File: src/supervisor_pkg.sv
// constants and carrier types for the supervisor reset watchdog
// assumes a 25 MHz system clock
package supervisor_pkg;
    localparam int CLK_HZ = 25000000;
    localparam int CLK_PERIOD_NS = 40;
    localparam int HOLD_OFF_MS = 200;
    localparam int HOLD_OFF_CYCLES = HOLD_OFF_MS * (CLK_HZ / 1000);
    localparam int DOG_TIMEOUT_MS = 1600;
    localparam int DOG_TIMEOUT_CYCLES = DOG_TIMEOUT_MS * (CLK_HZ / 1000);
    localparam int KICK_PULSE_NS = 50;
    localparam int KICK_PULSE_CYCLES = (KICK_PULSE_NS + CLK_PERIOD_NS - 1) / CLK_PERIOD_NS;
    localparam int CLEAR_IGNORE_NS = 100;
    localparam int CLEAR_ACT_NS = 1000;
    // low pulse must last this many cycles before it acts
    localparam int CLEAR_FILTER_CYCLES = CLEAR_ACT_NS / CLK_PERIOD_NS;
    localparam int SERVICE_NUM = 7;
    localparam int SERVICE_DEN = 8;

    typedef struct packed {
        logic resetOutN;
        logic resetOut;
    } reset_pair_t;

    typedef struct packed {
        logic driveValue;
        logic driveEnable;
    } kick_drive_t;
endpackage

File: src/supervisor_reset_watchdog.sv
// top of the supervisor reset watchdog: reset generation, manual clear filter, watchdog
// assumes supplyGood from an external comparator, all inputs synchronous to sysClk
// Overview of operation
// - any trigger holds active-low reset low for the hold-off period
// - reset stays low while supply bad or manual clear low
// - hold-off follows supply recovery, watchdog timeout, or manual clear release
// - manual clear low asserts reset, held and for hold-off after release
// - active-high reset output is always inverse of active-low output
// - kick input stuck high or low past timeout triggers reset
// - any reset or kick edge clears watchdog counter; short pulses seen
// - watchdog counter held clear during reset, counts right after release
// - floating kick input effectively disables the watchdog
// - device drives kick low first seven eighths, high final eighth
// - internal drive edge clears the counter before timeout when unconnected
// - supply going bad restarts the hold-off timer
// - bouncing switch on manual clear needs no external debounce
// - manual clear ignores short low pulses, acts on pulses of 1 us
`timescale 1ns/1ps
module supervisor_reset_watchdog
    import supervisor_pkg::*;
#(
    parameter int HOLD_CYCLES = HOLD_OFF_CYCLES,
    parameter int DOG_CYCLES = DOG_TIMEOUT_CYCLES,
    parameter int FILTER_CYCLES = CLEAR_FILTER_CYCLES
) (
    input wire logic sysClk,
    input wire logic reset,
    input wire logic clkEn,
    input wire logic supplyGood,
    input wire logic manual_clear_n,
    input wire logic kick_input,
    output reset_pair_t resetPair,
    output kick_drive_t kickDrive
);
    localparam int HW = $clog2(HOLD_CYCLES + 1);
    localparam int DW = $clog2(DOG_CYCLES + 1);
    localparam int FW = $clog2(FILTER_CYCLES + 1);
    localparam logic [DW-1:0] DOG_LAST = DW'(DOG_CYCLES - 1);
    localparam logic [DW-1:0] SERVICE_POINT = DW'((DOG_CYCLES / SERVICE_DEN) * SERVICE_NUM);
    localparam logic [HW-1:0] HOLD_LAST = HW'(HOLD_CYCLES - 1);
    localparam logic [FW-1:0] FILTER_LAST = FW'(FILTER_CYCLES - 1);

    typedef enum logic [2:0] {
        ST_HOLD = 3'b001,
        ST_DELAY = 3'b010,
        ST_RUN = 3'b100
    } sup_state_t;

    sup_state_t state;
    logic [HW-1:0] holdCount;
    logic [DW-1:0] dogCount;
    logic [FW-1:0] filterCount;
    logic clearActive;
    logic kickLast;
    logic kickEdge;
    logic dogExpire;
    logic holdCause;

    // manual clear low must persist before acting; bounce restarts it
    always_ff @(posedge sysClk or posedge reset) begin
        if (reset) begin
            filterCount <= '0;
            clearActive <= 1'b0;
        end else if (clkEn) begin
            if (manual_clear_n) begin
                filterCount <= '0;
                clearActive <= 1'b0;
            end else if (filterCount == FILTER_LAST) begin
                clearActive <= 1'b1;
            end else begin
                filterCount <= filterCount + 1'b1;
            end
        end
    end

    assign holdCause = !supplyGood || clearActive;

    // reset sequencer: hold while cause present, then timed hold-off
    always_ff @(posedge sysClk or posedge reset) begin
        if (reset) begin
            state <= ST_HOLD;
            holdCount <= '0;
        end else if (clkEn) begin
            unique case (state)
                ST_HOLD: begin
                    holdCount <= '0;
                    if (!holdCause) begin
                        state <= ST_DELAY;
                    end
                end
                ST_DELAY: begin
                    if (holdCause) begin
                        state <= ST_HOLD;
                        holdCount <= '0;
                    end else if (holdCount == HOLD_LAST) begin
                        state <= ST_RUN;
                    end else begin
                        holdCount <= holdCount + 1'b1;
                    end
                end
                ST_RUN: begin
                    holdCount <= '0;
                    if (holdCause) begin
                        state <= ST_HOLD;
                    end else if (dogExpire) begin
                        state <= ST_DELAY;
                    end
                end
            endcase
        end
    end

    // kick edge detect; one sampled cycle at 40 ns covers 50 ns pulses
    always_ff @(posedge sysClk or posedge reset) begin
        if (reset) begin
            kickLast <= 1'b0;
        end else if (clkEn) begin
            kickLast <= kick_input;
        end
    end

    assign kickEdge = kick_input != kickLast;

    // watchdog counter
    always_ff @(posedge sysClk or posedge reset) begin
        if (reset) begin
            dogCount <= '0;
        end else if (clkEn) begin
            if (state != ST_RUN || kickEdge) begin
                dogCount <= '0;
            end else if (dogCount != DOG_LAST) begin
                dogCount <= dogCount + 1'b1;
            end
        end
    end

    assign dogExpire = state == ST_RUN && !kickEdge && dogCount == DOG_LAST;

    // internal weak drive of the kick pin from the counter chain
    always_ff @(posedge sysClk or posedge reset) begin
        if (reset) begin
            kickDrive <= '{driveValue: 1'b0, driveEnable: 1'b1};
        end else if (clkEn) begin
            kickDrive.driveEnable <= 1'b1;
            kickDrive.driveValue <= dogCount >= SERVICE_POINT;
        end
    end

    always_ff @(posedge sysClk or posedge reset) begin
        if (reset) begin
            resetPair <= '{resetOutN: 1'b0, resetOut: 1'b1};
        end else if (clkEn) begin
            resetPair.resetOutN <= state == ST_RUN && !holdCause && !dogExpire;
            resetPair.resetOut <= !(state == ST_RUN && !holdCause && !dogExpire);
        end
    end
endmodule // supervisor_reset_watchdog

File: config.mk
export PLATFORM = sky130hd
export DESIGN_NAME = supervisor_reset_watchdog
export DESIGN_NICKNAME = d
export VERILOG_FILES = /design/src/supervisor_pkg.sv /design/src/supervisor_reset_watchdog.sv
export SDC_FILE = /design/constraint.sdc
export NUM_CORES = 1
export LEC_CHECK = 0
export ABC_CLOCK_PERIOD_IN_PS = 4200
export BUFFER_PORTS_ARGS = -buffer_cell sky130_fd_sc_hd__buf_2
export CAP_MARGIN = 30
export CELL_PAD_IN_SITES_DETAIL_PLACEMENT = 2
export CELL_PAD_IN_SITES_GLOBAL_PLACEMENT = 2
export CORE_MARGIN = 8
export CORE_UTILIZATION = 43
export DETAILED_ROUTE_END_ITERATION = 8
export GPL_TIMING_DRIVEN = 0
export PLACE_DENSITY_LB_ADDON = 0.1
export SYNTH_ARGS = -nofsm -noshare
export SYNTH_HDL_FRONTEND = slang
export SYNTH_SLANG_ARGS = --single-unit
File: constraint.sdc
create_clock -name sysClk -period 4.2 [get_ports sysClk]
set_clock_uncertainty 0.05 [all_clocks]
set_input_delay 0.84 -clock sysClk [delete_from_list [all_inputs] [get_ports sysClk]]
set_output_delay 0.84 -clock sysClk [all_outputs]
set_load 0.005 [all_outputs]
# After elaboration in Yosys (flattened, before gate mapping)
# Cells that the tools add are included.
# Widths: inputs -> output; s select.
[word_totals]
register_bits = 62
inputBits = 6
wordCells = 61
[classes]
addsub = 3
order_cmp = 1
eq_ne = 14
mux = 15
reduce_logical = 19
[op_table]
columns = ["op", "count"]
rows = [
  ["$mux 26", 2],
  ["$mux 23", 2],
  ["$pmux 23 s2", 1],
  ["$add 26x1->26 const B", 1],
  ["$eq 26x26->1 const B", 1],
  ["$ge 26x26->1 const B", 1],
  ["$ne 26x26->1 const B", 1],
  ["$add 23x1->23 const B", 1],
  ["$eq 23x23->1 const B", 1],
  ["$mux 3", 5],
  ["$ne 3x3->1 const B", 4],
  ["$mux 5", 2],
  ["$pmux 3 s3", 1],
  ["$reduce_and 2->1", 4],
  ["$add 5x1->5 const B", 1],
  ["$eq 5x5->1 const B", 1],
  ["$logic_not 1->1", 5],
  ["$logic_and 1x1->1", 4],
  ["$ne 2x2->1 const B", 2],
  ["$reduce_and 4->1", 1],
  ["$reduce_bool 2->1", 2],
  ["$eq 3x1->1 const B", 1],
  ["$eq 3x2->1 const B", 1],
  ["$eq 3x3->1 const B", 1],
  ["4 further kinds", 6],
]

# Logic depth before layout (Yosys ltp)
[logic_depth]
ltp_word = 7
depth_mapped = 8
depth_no_buf = 7

# Worst setup path after synthesis
# OpenSTA, ideal clock, no wires.
[synth_timing]
path_type = "input port to flip-flop"
startpoint = "input supplyGood"
endpoint = "register holdCount[11]"
t_arrival_ns = 2.102
required_time_ns = 4.084
path_slack_ns = 1.982
path_stages = 6
path_cell_list = "nor2b_1 > clkbuf_1 > o21a_1 > nor2_1 > or4_1 > nand2_1"
[synth_via]
elab_chain_len = 4
word_cells_on_any_way = 6
cone_classes = "1 x eq/ne; 2 x mux; 3 x reduce/logical"
[synth_lines]
columns = ["item", "line_no", "source"]
rows = [
  ["start: declaration", "supervisor_reset_watchdog.sv:29", "input wire logic supplyGood,"],
  ["$logic_not 1->1 *", "supervisor_reset_watchdog.sv:76", "assign holdCause = !supplyGood || clearActive;"],
  ["$logic_or 1x1->1 *", "supervisor_reset_watchdog.sv:76", ""],
  ["$mux 23 / $ne 3x3->1 (equally long branches)", "-", ""],
  ["$pmux 23 s2 / $reduce_and 2->1 (equally long branches)", "-", ""],
  ["end signal: assignment", "supervisor_reset_watchdog.sv:98", "holdCount <= holdCount + 1'b1;"],
  ["end: declaration", "supervisor_reset_watchdog.sv:50", "logic [HW-1:0] holdCount;"],
]
# Mark *: on every way between the ends. The rest lies on a longest branch, timed or not.
# A chain may end at the register's enable or synchronous reset.

# Final worst setup path
[layout_timing]
startpoint = "input clkEn"
endpoint = "register holdCount[2]"
[layout_via]
elab_chain_len = 1
[layout_lines]
columns = ["item", "line_no", "source"]
rows = [
  ["start: declaration", "supervisor_reset_watchdog.sv:28", "input wire logic clkEn,"],
  ["$reduce_and 2->1 (no source line)", "-", ""],
]
# No other way between the ends.

==> impl_metrics.json <==
{
  "grt_pass1_wl_um": 19300,
  "grt_pass1_vias": 3585,
  "tns_ps": 0,
  "drt-total-wl_um": 11600,
  "drv_cap": 0,
  "worstRegToRegCells": 7,
  "period_share": 0.595,
  "post_cts_resized": 0,
  "setup_viol_count_final": 0,
  "r2r_setup_slack_ps": 1910,
  "fin_cells": 542,
  "grt_start_max_net_pins": 63,
  "critPathCapture": "holdCount[2]",
  "vias_per_cell": 6.13,
  "slew_headroom": 0.460,
  "postCtsSetupRepairBufs": 0,
  "cp-end-kind": "flop",
  "coreArea_um2": 8550,
  "cp_max_fo": 10,
  "synth_edf_count": 0,
  "outcome": "finished, final reports clean",
  "io_pins": 10,
  "row_count": 34,
  "drc_errors": 0,
  "drive_above_1_share": 0.127,
  "antenna_found_initial": 0,
  "syn-num-nets": 421,
  "rsz0062_at_grt": "no",
  "fmax_ghz": 0.400,
  "p_leak_nw": 1.68,
  "tightest_slew_ps": 810,
  "critical_path_arrival_ps": 2660,
  "numCtsBuffers": 9,
  "clkSinkCount": 62,
  "post-route-util": 0.480,
  "synth-compound-area-share": 0.152,
  "power.total_mw": 1.37,
  "postSynth.asyncResetShare": 1.00,
  "drt_iter0_markers": 120,
  "synthXorXnorAreaFrac": 0.0449,
  "synthAdderAreaFrac": 0.0169,
  "overflow": 0,
  "ys_warn_count": 0,
  "drv_slew": 0,
  "crit_type": "input port to flop",
  "synthCells": 410,
  "syn_avg_cell_area_um2": 9.04,
  "vias": 3321,
  "path_clk_slew_ps": 80,
  "synth_top_family_by_area": "simple AND/OR/NAND/NOR gates",
  "worst_setup_path_start_kind": "input port",
  "ys_seq_elements": 62,
  "fillers": 931,
  "hold_class": "flop to flop",
  "cts_max_level": 3,
  "critPathLaunch": "clkEn",
  "layout_min_cycle_time_ps": 2500,
  "hold_buffers": 0,
  "worstPathCellList": "buf_2, clkbuf_1, clkbuf_1, o21ai_0, o21ai_0, o41ai_1",
  "first_pass_iters": 4,
  "start_util": 0.433,
  "die_h_um": 109,
  "powerDensity_nw_per_um2": 333,
  "fin_nets": 440,
  "cts_buffer_depth": 2,
  "ir_drop_v": 0.000155,
  "dieArea_um2": 11800,
  "gp_congestion": 0.799,
  "hold_violations": 0,
  "clk_latency_ps": 350,
  "place_hpwl_um": 8030,
  "ys_seq_area_frac": 0.419,
  "synth.distinct_cells": 64,
  "ant_nets": 0,
  "port-buffer-count": 8,
  "areaGrowthSynthToFinish_pct": 10.8,
  "r2r-start": "holdCount[8]",
  "synth-simple-area-share": 0.304,
  "grt_util_all_layers": 0.210,
  "cts-root-buf": "clkbuf_8",
  "die_w_um": 109,
  "cp_slowest_cell": "clkbuf_1",
  "crit_required_ps": 4360,
  "max_stage_delay_ps": 570,
  "synth_flop_cell": "dfrtp_1",
  "cts_tree": "built",
  "syn_area_um2": 3700,
  "diodes": 0,
  "avgRoutedWirePerCell_um": 21.4,
  "muxShareOfSynthArea": 0.0155,
  "r2r_end": "holdCount[16]",
  "dp_cells": 526
}
cell usage in the layout (no fill, tap or decap), drive strengths merged, types with 3 or more instances in the layout:
| cell type | instances |
|---|---|
| or4 | 9 |
| dfrtp | 60 |
| mux2 | 3 |
| nor2b | 3 |
| a21oi | 21 |
| a21o | 3 |
| o21ai | 31 |
| nand4 | 21 |
| inv | 10 |
| or3 | 14 |
| o211ai | 7 |
| nand2b | 6 |
| buf | 19 |
| nand3b | 3 |
| clkinv | 4 |
| nand2 | 42 |
| and2 | 4 |
| nor4bb | 3 |
| nand3 | 23 |
| nor3 | 9 |
| xor2 | 14 |
| xnor2 | 5 |
| and4 | 7 |
| ha | 5 |
| o31ai | 3 |
| and3 | 9 |
| o2bb2ai | 4 |
| nor2 | 36 |
| clkbuf | 21 |
registers in the layout, summed over array words and instances (netlist names):
signal and cells:
dogCount 26, holdCount 23, filterCount 5, state 3, resetPair 2, clearActive 1, kickDrive 1, kickLast 1
cell usage after synthesis (3+ instances only):
cell type / number / area [µm²]
dfrtp_1: 60 / 1500
nand2_1: 42 / 158
nor2_1: 36 / 135
o21ai_0: 29 / 145
nand3_1: 22 / 110
a21oi_1: 20 / 100
nand4_1: 20 / 125
xor2_1: 14 / 123
or3_1: 13 / 81.3
clkbuf_1: 11 / 41.3
inv_1: 10 / 37.5
and3_1: 9 / 56.3
or4_1: 9 / 67.6
nor3_1: 7 / 35.0
o211ai_1: 7 / 52.6
and4_1: 6 / 52.6
nand2b_1: 6 / 37.5
buf_2: 5 / 25.0
ha_1: 5 / 62.6
xnor2_1: 5 / 43.8
and2_1: 4 / 25.0
o2bb2ai_1: 4 / 35.0
a21o_1: 3 / 22.5
buf_4: 3 / 22.5
buf_6: 3 / 33.8
nand3b_1: 3 / 22.5
nor2b_1: 3 / 18.8
nor4bb_1: 3 / 30.0
o31ai_1: 3 / 22.5
cell type report:
cell class / instances / area [µm²] / share of cell area
clock buffer: 9 / 124 / 0.0302
buffer: 23 / 136 / 0.0332
sequential: 62 / 1550 / 0.379
tap: 108 / 135 / 0.0329
multi-input combinational: 315 / 1980 / 0.482
timing repair buffer: 8 / 40.0 / 0.00975
clock inverter: 7 / 98.8 / 0.0241
inverter: 10 / 40.0 / 0.00975
cell families (layout without fill, tap and decap cells):
family / after synthesis / in the layout
xor gates and xnor gates: 19 / 19
AOI/OAI and AO/OA: 88 / 88
buffers and inverters: 33 / 57
DFF: 62 / 62
other: 1 / 1
adders and majority gates: 5 / 5
muxes: 5 / 5
and+or+nand+nor: 197 / 197
critical path: cells and delay by family:
family	cells	cell delay, ps
AOI/OAI and AO/OA	3	510
buffers and inverters	3	1310
per-layer routing:
| metal | global-route usage | part of all wire | up-vias |
|---|---|---|---|
| li1 | - | - | 1543 |
| met3 | 0.0361 | 0.017 | 19 |
| met2 | 0.340 | 0.49 | 33 |
| met1 | 0.283 | 0.48 | 1726 |
| met5 | 0 | 0 | - |
| met4 | 0.0606 | 0.018 | 0 |
worst min-delay path by stage:
stage | start | end | slack [ps] | cells after the start
2_1_floorplan | dogCount[16] | dogCount[16] | 420 | 1
3_3_place_gp | resetPair[1] | resetPair[1] | 420 | 1
3_5_place_dp | resetPair[1] | resetPair[1] | 430 | 1
4_1_cts | resetPair[1] | resetPair[1] | 450 | 1
5_1_grt | resetPair[1] | resetPair[1] | 490 | 1
6_report | resetPair[1] | resetPair[1] | 450 | 1
per-stage QoR:
stage                     setup WS (ps)  instance area [µm²]  hold WS, ps
final                              1700                 4110          450
after floorplan                    1770                 3700          418
after detailed placement           1390                 3880          435
after global placement              802                 3880          423
after CTS                          1710                 4110          453
after global routing               1580                 4110          486
report_power, final:
group / switching, mW / total (mW) / internal, mW
logic: 0.0833 / 0.123 / 0.0393
clock network: 0.273 / 0.609 / 0.336
registers: 0.0199 / 0.634 / 0.614
(Power assumes the default switching activity.)
